File: src/tppwm_consts.vh
// constants for the three-phase pwm timing unit
`ifndef TPPWM_CONSTS_VH
`define TPPWM_CONSTS_VH

`define TPPWM_ADDR_W          4
`define TPPWM_DATA_W          16
`define TPPWM_DEAD_W          10
`define TPPWM_SYNCW_W         8

`define TPPWM_OFS_HALF_PERIOD 4'h0
`define TPPWM_OFS_DEAD_TIME   4'h1
`define TPPWM_OFS_MIN_PULSE   4'h2
`define TPPWM_OFS_SYNC_WIDTH  4'h3
`define TPPWM_OFS_DUTY_A      4'h4
`define TPPWM_OFS_DUTY_B      4'h5
`define TPPWM_OFS_DUTY_C      4'h6
`define TPPWM_OFS_MODE_CTRL   4'h7
`define TPPWM_OFS_SYS_STATUS  4'h8

`define TPPWM_MODE_DOUBLE_BIT 6
`define TPPWM_STAT_HALF_BIT   3

`define TPPWM_RST_HALF_PERIOD 16'h0000
`define TPPWM_RST_DEAD_TIME   10'h000
`define TPPWM_RST_MIN_PULSE   16'h0000
`define TPPWM_RST_SYNC_WIDTH  8'h27
`define TPPWM_RST_DUTY        16'h0000
`define TPPWM_RST_MODE_CTRL   16'h0000

`endif

File: src/tppwm_timing_unit.v
// three-phase center-based pwm timing unit with register port
//
// Contract
// - each phase duty count drives its own high/low pair, identical logic.
// - duty count is high-side on-time per half period in ticks.
// - single update mode gives waveforms centered on the period sync; here only low-side pulses are, high-side center mid-period.
// - dead time shifts every switching edge by dead count ticks.
// - single mode high 2x(duty-dead), low 2x(half-duty-dead) ticks.
// - on-times clamp between zero and the full period.
// - double mode period and on-time sum values of both halves.
// - double mode applies dead time per half the same way.
// - status bit 3 shows the active half of the period.
// - outputs off until the first sync after half period and duties written; counters idle until half period written.
// - single mode first sync 1.5 x half period after half-period write.
// - double mode first sync one half period after half-period write.
// - single mode same duty both halves, two-tick full-period steps.
// - double mode latches separate duty values per half period.
// - programmable minimum on-time per half equals min pulse count ticks.
// - shorter outputs held off whole half, complement fully on.
// - half-period register counts ticks in half the pwm period.
// - mode control bit 6 selects double update when set.
// - sync rising edge latches period, dead, min, width and duties.
// - double mode adds a midpoint sync that also latches values.
//
// Chosen here: the strobed register port and the register offsets.
`timescale 1ns/1ns
`include "tppwm_consts.vh"

module tppwm_timing_unit (
   core_clk,
   rst,
   reg_addr,
   reg_wdata,
   reg_wr,
   reg_rd,
   reg_rdata,
   period_sync_pulse,
   phase_a_high_out,
   phase_a_low_out,
   phase_b_high_out,
   phase_b_low_out,
   phase_c_high_out,
   phase_c_low_out
);
   input  wire                        core_clk;
   input  wire                        rst;
   input  wire [`TPPWM_ADDR_W-1:0]    reg_addr;
   input  wire [`TPPWM_DATA_W-1:0]    reg_wdata;
   input  wire                        reg_wr;
   input  wire                        reg_rd;
   output reg  [`TPPWM_DATA_W-1:0]    reg_rdata;
   output reg                         period_sync_pulse;
   output wire                        phase_a_high_out;
   output wire                        phase_a_low_out;
   output wire                        phase_b_high_out;
   output wire                        phase_b_low_out;
   output wire                        phase_c_high_out;
   output wire                        phase_c_low_out;

   // software-side shadow registers
   reg  [15:0]                        half_period_reg;
   reg  [`TPPWM_DEAD_W-1:0]           dead_time_reg;
   reg  [15:0]                        min_pulse_reg;
   reg  [`TPPWM_SYNCW_W-1:0]          sync_width_reg;
   reg  [15:0]                        duty_sh_reg [0:2];
   reg  [15:0]                        mode_control_reg;
   reg  [3:0]                         written_reg;

   // values latched into the timing unit
   reg  [15:0]                        tm_l_reg;
   reg  [`TPPWM_DEAD_W-1:0]           dead_l_reg;
   reg  [15:0]                        pd_l_reg;
   reg  [15:0]                        duty_l_reg [0:2];

   reg                                running_reg;
   reg                                primed_reg;
   reg                                half_reg;
   reg  [15:0]                        pos_reg;
   reg  [`TPPWM_SYNCW_W-1:0]          sync_cnt_reg;
   reg  [2:0]                         hi_out_reg;
   reg  [2:0]                         lo_out_reg;

   wire                               double_mode;
   wire                               all_written;
   wire                               tm_first_wr;
   wire [15:0]                        tm_eff;
   wire                               at_end;
   wire                               half_next;
   wire                               new_sync;
   wire [2:0]                         hi_w;
   wire [2:0]                         lo_w;
   integer                            k;
   // separate loop variable so each process owns its own
   integer                            j;

   // mode select bit
   // mode bit
   assign double_mode = mode_control_reg[`TPPWM_MODE_DOUBLE_BIT];
   assign all_written = &written_reg;
   assign tm_first_wr = reg_wr && (reg_addr == `TPPWM_OFS_HALF_PERIOD) && !written_reg[0];
   // zero half period would never wrap; treat as one tick
   assign tm_eff      = (tm_l_reg == 16'h0000) ? 16'h0001 : tm_l_reg;
   assign at_end      = running_reg && (pos_reg == tm_eff - 16'h0001);
   assign half_next   = ~half_reg;
   assign new_sync    = at_end && (double_mode || (half_next == 1'b0));

   // register writes
   always @(posedge core_clk or posedge rst) begin
      if (rst) begin
         half_period_reg  <= `TPPWM_RST_HALF_PERIOD;
         dead_time_reg    <= `TPPWM_RST_DEAD_TIME;
         min_pulse_reg    <= `TPPWM_RST_MIN_PULSE;
         sync_width_reg   <= `TPPWM_RST_SYNC_WIDTH;
         mode_control_reg <= `TPPWM_RST_MODE_CTRL;
         written_reg      <= 4'h0;
         for (k = 0; k < 3; k = k + 1) begin
            duty_sh_reg[k] <= `TPPWM_RST_DUTY;
         end
      end else if (reg_wr) begin
         case (reg_addr)
            `TPPWM_OFS_HALF_PERIOD: begin
               half_period_reg <= reg_wdata;
               written_reg[0]  <= 1'b1;
            end
            `TPPWM_OFS_DEAD_TIME:  dead_time_reg  <= reg_wdata[`TPPWM_DEAD_W-1:0];
            `TPPWM_OFS_MIN_PULSE:  min_pulse_reg  <= reg_wdata;
            `TPPWM_OFS_SYNC_WIDTH: sync_width_reg <= reg_wdata[`TPPWM_SYNCW_W-1:0];
            `TPPWM_OFS_DUTY_A: begin
               duty_sh_reg[0] <= reg_wdata;
               written_reg[1] <= 1'b1;
            end
            `TPPWM_OFS_DUTY_B: begin
               duty_sh_reg[1] <= reg_wdata;
               written_reg[2] <= 1'b1;
            end
            `TPPWM_OFS_DUTY_C: begin
               duty_sh_reg[2] <= reg_wdata;
               written_reg[3] <= 1'b1;
            end
            `TPPWM_OFS_MODE_CTRL:  mode_control_reg <= reg_wdata;
            default: begin
            end
         endcase
      end
   end

   // read data one cycle after the strobe, zero otherwise
   always @(posedge core_clk or posedge rst) begin
      if (rst) begin
         reg_rdata <= 16'h0000;
      end else if (reg_rd) begin
         case (reg_addr)
            `TPPWM_OFS_HALF_PERIOD: reg_rdata <= half_period_reg;
            `TPPWM_OFS_DEAD_TIME:   reg_rdata <= {6'h00, dead_time_reg};
            `TPPWM_OFS_MIN_PULSE:   reg_rdata <= min_pulse_reg;
            `TPPWM_OFS_SYNC_WIDTH:  reg_rdata <= {8'h00, sync_width_reg};
            `TPPWM_OFS_DUTY_A:      reg_rdata <= duty_sh_reg[0];
            `TPPWM_OFS_DUTY_B:      reg_rdata <= duty_sh_reg[1];
            `TPPWM_OFS_DUTY_C:      reg_rdata <= duty_sh_reg[2];
            `TPPWM_OFS_MODE_CTRL:   reg_rdata <= mode_control_reg;
            `TPPWM_OFS_SYS_STATUS:  reg_rdata <= {12'h000, half_reg, 3'h0};
            default:                reg_rdata <= 16'h0000;
         endcase
      end else begin
         reg_rdata <= 16'h0000;
      end
   end

   // main timer: position within the current half period
   always @(posedge core_clk or posedge rst) begin
      if (rst) begin
         running_reg <= 1'b0;
         half_reg    <= 1'b0;
         pos_reg     <= 16'h0000;
         tm_l_reg    <= 16'h0000;
      end else if (tm_first_wr) begin
         running_reg <= 1'b1;
         half_reg    <= 1'b0;
         tm_l_reg    <= reg_wdata;
         pos_reg     <= double_mode ? 16'h0000 : {1'b0, reg_wdata[15:1]};
      end else if (at_end) begin
         half_reg <= half_next;
         pos_reg  <= 16'h0000;
         if (new_sync) begin
            tm_l_reg <= half_period_reg;
         end
      end else if (running_reg) begin
         pos_reg <= pos_reg + 16'h0001;
      end
   end

   // latch of timing values on each sync start
   always @(posedge core_clk or posedge rst) begin
      if (rst) begin
         dead_l_reg <= `TPPWM_RST_DEAD_TIME;
         pd_l_reg   <= `TPPWM_RST_MIN_PULSE;
         primed_reg <= 1'b0;
         for (j = 0; j < 3; j = j + 1) begin
            duty_l_reg[j] <= `TPPWM_RST_DUTY;
         end
      end else if (new_sync) begin
         dead_l_reg <= dead_time_reg;
         pd_l_reg   <= min_pulse_reg;
         for (j = 0; j < 3; j = j + 1) begin
            duty_l_reg[j] <= duty_sh_reg[j];
         end
         if (all_written) begin
            primed_reg <= 1'b1;
         end
      end
   end

   // sync pulse lasts width+1 ticks
   always @(posedge core_clk or posedge rst) begin
      if (rst) begin
         period_sync_pulse <= 1'b0;
         sync_cnt_reg      <= 8'h00;
      end else if (new_sync) begin
         period_sync_pulse <= 1'b1;
         sync_cnt_reg      <= sync_width_reg;
      end else if (sync_cnt_reg != 8'h00) begin
         sync_cnt_reg <= sync_cnt_reg - 8'h01;
      end else begin
         period_sync_pulse <= 1'b0;
      end
   end

   // per-phase edge placement
   // identical per phase
   genvar g;
   generate
      for (g = 0; g < 3; g = g + 1) begin : phase
         wire [16:0] duty_x;
         wire [16:0] dead_x;
         wire [16:0] tm_x;
         wire [16:0] pd_x;
         wire [16:0] pos_x;
         wire [16:0] hi_raw;
         wire [16:0] lo_sum;
         wire [16:0] lo_raw;
         wire [16:0] hi_clip;
         wire        hi_short;
         wire        lo_short;
         wire [16:0] hi_on;
         wire [16:0] lo_on;
         assign duty_x  = {1'b0, duty_l_reg[g]};
         assign dead_x  = {7'h00, dead_l_reg};
         assign tm_x    = {1'b0, tm_eff};
         assign pd_x    = {1'b0, pd_l_reg};
         assign pos_x   = {1'b0, pos_reg};
         assign hi_raw  = (duty_x > dead_x) ? duty_x - dead_x : 17'h00000;
         assign lo_sum  = duty_x + dead_x;
         assign lo_raw  = (tm_x > lo_sum) ? tm_x - lo_sum : 17'h00000;
         assign hi_clip = (hi_raw > tm_x) ? tm_x : hi_raw;
         assign hi_short = hi_clip < pd_x;
         assign lo_short = !hi_short && (lo_raw < pd_x);
         assign hi_on   = hi_short ? 17'h00000 : (lo_short ? tm_x : hi_clip);
         assign lo_on   = hi_short ? tm_x : (lo_short ? 17'h00000 : lo_raw);
         assign hi_w[g] = half_reg ? (pos_x < hi_on) : (pos_x >= tm_x - hi_on);
         assign lo_w[g] = half_reg ? (pos_x >= tm_x - lo_on) : (pos_x < lo_on);
      end
   endgenerate

   always @(posedge core_clk or posedge rst) begin
      if (rst) begin
         hi_out_reg <= 3'h0;
         lo_out_reg <= 3'h0;
      end else if (primed_reg) begin
         hi_out_reg <= hi_w;
         lo_out_reg <= lo_w;
      end else begin
         hi_out_reg <= 3'h0;
         lo_out_reg <= 3'h0;
      end
   end

   assign phase_a_high_out = hi_out_reg[0];
   assign phase_a_low_out  = lo_out_reg[0];
   assign phase_b_high_out = hi_out_reg[1];
   assign phase_b_low_out  = lo_out_reg[1];
   assign phase_c_high_out = hi_out_reg[2];
   assign phase_c_low_out  = lo_out_reg[2];

endmodule // tppwm_timing_unit

File: config.mk
export PLATFORM = sky130hd
export DESIGN_NAME = tppwm_timing_unit
export DESIGN_NICKNAME = d
export VERILOG_FILES = /design/src/tppwm_timing_unit.v
export VERILOG_INCLUDE_DIRS = /design/src
export SDC_FILE = /design/constraint.sdc
export NUM_CORES = 2
export LEC_CHECK = 0
export BUFFER_PORTS_ARGS = -buffer_cell sky130_fd_sc_hd__clkbuf_2
export CAP_MARGIN = 25
export CORE_ASPECT_RATIO = 1.4
export CORE_MARGIN = 2
export CORE_UTILIZATION = 55
export DETAILED_ROUTE_END_ITERATION = 7
export PLACE_DENSITY = 0.82
export SLEW_MARGIN = 20
export SYNTH_ARGS = -nofsm -noshare
export SYNTH_HDL_FRONTEND = slang
export SYNTH_SLANG_ARGS = --single-unit
File: constraint.sdc
create_clock -name core_clk -period 10.4 [get_ports core_clk]
set_input_delay 1.56 -clock core_clk [delete_from_list [all_inputs] [get_ports core_clk]]
set_output_delay 1.56 -clock core_clk [all_outputs]
set_load 0.02 [all_outputs]
==> impl_summary.md <==
Run status
The run finished with clean final reports.

Power
The peak supply drop is 0.0001797 V. Of the total power, the share spent switching nets is 0.5087. The part of the power in registers is 0.105. The design draws 12.94 mW.

The power density relative to cell area is 373.0 nW/um^2. The switching power summed over all nets is 6.584 mW. In this run the static leakage power is 15.85 nW. Of the total power, the clock network draws 0.081.

The cell-internal power is 6.359 mW. Of the total power, combinational logic draws 0.815.

Die
The die covers 57,730 sq um. The initial utilization of the core area, before any placement, comes to 0.5553. The placeable core area is 55,260 sq um. In this run the count of I/O pins placed on the die edge is 47.

The die is 283.5 microns tall. Row generation in the floorplan step produced 102 rows. The die is 203.6 microns wide.

STA
The final count of hold timing violations is 0. The routed design could run at a clock period as short as 9.997 ns. At the pin with the least slew margin, the transition time is 1.081 ns. The worst slew margin relative to its limit is 0.2724. Setup repair after global routing could not meet its margin everywhere.

The final setup TNS is 0 ns. Setup violations remaining at the end of the flow were counted as 0. The count of pins over their slew limit is 0. In the finished design, the share of the clock period the worst path needs comes to 0.9612. The worst clock skew is 0.04101 ns. Derived from the worst setup path, the maximum achievable clock frequency is 100.0 MHz.

Layout
The finished layout cell area is 34,700 sq um. In the layout the commonest cells are sky130_fd_sc_hd__ha_1, sky130_fd_sc_hd__nand2_1, sky130_fd_sc_hd__dfrtp_1. The proportion of layout cells with a drive suffix above 1 is 0.1753. The finished layout holds 4,533 standard cells, fillers aside. The final core area utilization is 0.6279.

The area growth from synthesis to layout is 13.08%. For this run, the post-layout net count is 4,345. The leading cell type in the layout, fill and taps excluded is sky130_fd_sc_hd__ha_1. Counting the fill cells in the layout gives 4,613.

GRT
The initial antenna violation count is 2. Entering global routing, the biggest net connects 128 pins. The final global-route overflow total is 0. The overall fraction of global-route tracks in use is 0.3580. The number of global-route vias before repair is 28,460. The first-pass GRT wire length is 161,100 microns.

Setup path
The sort of element at the start of the critical path is a flop. The critical path required time is 10.88 ns. Among all stages on the critical path, the largest delay is contributed by sky130_fd_sc_hd__o41a_1.

The worst setup path is captured at a flop. The arrival time of data at the critical path endpoint is 10.48 ns. The worst setup path is of the flop to flop kind. The critical path's largest stage delay is 0.44 ns. The highest fanout seen on the critical path is 14.

Clock network
TritonCTS built the clock tree. The number of buffers created by CTS is 27. The insertion delay to the later sink of the worst-skew pair is 0.61 ns. The cell chosen for the clock root is sky130_fd_sc_hd__clkbuf_16.

The maximum buffer depth of the clock tree is 3. The CTS clock-pin slew for the worst setup and hold paths is 0.08 ns. In this run, post-CTS hold repair placed 0 buffers. The number of H-tree levels is 1. The sink count of the clock tree is 258.

Place
The placed instance count is 4,428. The post-detailed-placement half-perimeter wirelength is 80,390 microns. The count of port buffers added during placement is 46. The final estimated routing congestion in global placement is 1.036. In this run the cell area measured after placement is 32,460 sq um.

Detailed routing
The DRC violations left is 0. The mean routed wirelength per cell is 23.77 microns. The detailed router finished its first iteration with 2,628 violations.

After detailed routing, the number of vias per cell comes to 6.538. The final wirelength is 107,700 microns. The first detailed-routing pass ran for 6 iterations. The total via count in the routed design is 29,640. The antenna violation net count after detailed routing is 0.

Min path
The class of the tightest hold or removal check is flop to flop.

Synth
The post-synthesis cell count is 3,656. The number of nets handed over by synthesis was 4,218. The number of enable flip-flop cells after synthesis is 0. By area the synthesized netlist is led by sky130_fd_sc_hd__ha_1, sky130_fd_sc_hd__dfrtp_1, sky130_fd_sc_hd__mux2_2. The per-instance average area after synthesis is 8.393 sq um. For this run, the leading register cell type out of synthesis is sky130_fd_sc_hd__dfrtp_1. The post-synth design cell area is 30,690 sq um. The number of storage elements in the synthesis netlist is 258. The post-synthesis async set-or-reset flop share is 1.000.

For this run, the register share of the synthesized area comes to 0.2106. The share of the synthesized area in the top cell type is 0.2133. The synthesized design spends more area on one cell type than any other, namely sky130_fd_sc_hd__ha_1. The number of distinct library cell variants in the gate-level netlist after synthesis is 93. The total number of yosys warnings is 0.

Job
The max-cap check violation count is 0.
per-stage QoR:
step,setup WS (ns),hold WS (ns)
after global routing,-0.1466,0.4746
after global placement,-0.05825,0.4414
after detailed placement,-0.2827,0.4449
after CTS,0.002325,0.4658
final,0.4032,0.4711
after floorplan,0.04332,0.4261
power by group through the flow:
stage	Clock, mW	Sequential, mW	Combinational (mW)
3_3_place_gp	0	1.35	9.42
3_5_place_dp	0	1.36	9.69
5_1_grt	1.08	1.36	11.7
2_1_floorplan	0	1.33	7.31
4_1_cts	1.04	1.34	9.77
6_report	1.04	1.35	10.5
what timing repair did:
item	CTS	global route
pin swaps	2	102
setup endpoints to repair	5	6
resized for setup	25	218
gates cloned	1	5
setup buffers	0	47
hold endpoints to repair	0	0
synthesized netlist by cell type (12+ instances only):
master                        n
sky130_fd_sc_hd__fa_1        15
sky130_fd_sc_hd__dfrtp_1    254
sky130_fd_sc_hd__ha_1       523
sky130_fd_sc_hd__o21a_1      62
sky130_fd_sc_hd__nand4_1     60
sky130_fd_sc_hd__a211o_1     12
sky130_fd_sc_hd__nor3_1      63
sky130_fd_sc_hd__nand2_1    284
sky130_fd_sc_hd__o211ai_1    37
sky130_fd_sc_hd__buf_2       23
sky130_fd_sc_hd__a31oi_1     28
sky130_fd_sc_hd__nor2b_1     71
sky130_fd_sc_hd__o21ai_0    273
sky130_fd_sc_hd__a2111oi_0   12
sky130_fd_sc_hd__mux2_2     164
sky130_fd_sc_hd__xor2_1      68
sky130_fd_sc_hd__a21boi_0    27
sky130_fd_sc_hd__nand3_1     84
sky130_fd_sc_hd__and2_1      26
sky130_fd_sc_hd__a211oi_1    29
sky130_fd_sc_hd__a21o_1     128
sky130_fd_sc_hd__clkbuf_1   126
sky130_fd_sc_hd__nor2_1     244
sky130_fd_sc_hd__a21oi_1    269
sky130_fd_sc_hd__o21bai_1    30
sky130_fd_sc_hd__xnor2_1    139
sky130_fd_sc_hd__nand2b_1    60
sky130_fd_sc_hd__mux2i_1     21
sky130_fd_sc_hd__nor3b_1     19
sky130_fd_sc_hd__a41oi_1     12
sky130_fd_sc_hd__o31ai_1     16
sky130_fd_sc_hd__or3_1       15
sky130_fd_sc_hd__a22oi_1     68
sky130_fd_sc_hd__and3_1      43
sky130_fd_sc_hd__nor4_1      25
sky130_fd_sc_hd__inv_1      147
sky130_fd_sc_hd__or2_2       23
critical path: cells and delay by family (launching register included):
| kind | cells | cell delay [ns] |
|---|---|---|
| XOR/XNOR | 1 | 0.18 |
| AND/OR/NAND/NOR | 7 | 0.90 |
| buffers and inverters | 10 | 1.35 |
| adder cells (fa/ha/maj) | 6 | 1.74 |
| flip-flops | 1 | 0.36 |
| AO/OA/AOI/OAI | 29 | 5.31 |
path summary, 6_finish.rpt:
kind	startpoint	cells past startpoint	slack (ns)	to
max	dead_l_reg[1]$_DFFE_PP0P_	53	0.40	lo_out_reg[2]$_DFF_PP0_
min	written_reg[1]$_DFFE_PP0P_	1	0.47	written_reg[1]$_DFFE_PP0P_
max reg2reg	dead_l_reg[1]$_DFFE_PP0P_	53	0.40	lo_out_reg[2]$_DFF_PP0_
min reg2reg	written_reg[1]$_DFFE_PP0P_	1	0.47	written_reg[1]$_DFFE_PP0P_
max in group asynchronous	rst	3	7.82	dead_l_reg[0]$_DFFE_PP0P_
min in group asynchronous	rst	2	1.13	reg_rdata[13]$_DFF_PP0_
layout make-up:
cell class                      instances  area (sq um)  share of cell area
Antenna cell                            1         2.502          0.00007212
Clock buffer                           37         753.2             0.02171
Clock inverter                         13         182.7            0.005265
Inverter                              155         589.3             0.01698
Multi-Input combinational cell       3079         23820              0.6865
Sequential cell                       258          6462              0.1862
Tap cell                              728         910.9             0.02625
Timing Repair Buffer                  262          1976             0.05694
layer usage:
| metal | up-vias | global-route usage | part of all wire | wire (microns) |
|---|---|---|---|---|
| met3 | 545 | 0.04881 | 0.074 | 8017 |
| met4 | 0 | 0.2998 | 0.10 | 10780 |
| met2 | 1481 | 0.5753 | 0.45 | 48590 |
| met1 | 13940 | 0.4217 | 0.37 | 40350 |
| li1 | 13680 | - | - | - |
| met5 | - | 0 | 0 | 0 |
kinds of logic after synthesis:
| group | synth area share |
|---|---|
| AOI/OAI and AO/OA | 0.2302 |
| adders and majority gates | 0.2240 |
| DFF | 0.2106 |
| buffers and inverters | 0.04139 |
| muxes | 0.06703 |
| and+or+nand+nor | 0.1677 |
| xor gates and xnor gates | 0.05908 |
Power figures use the tool's default switching activity.
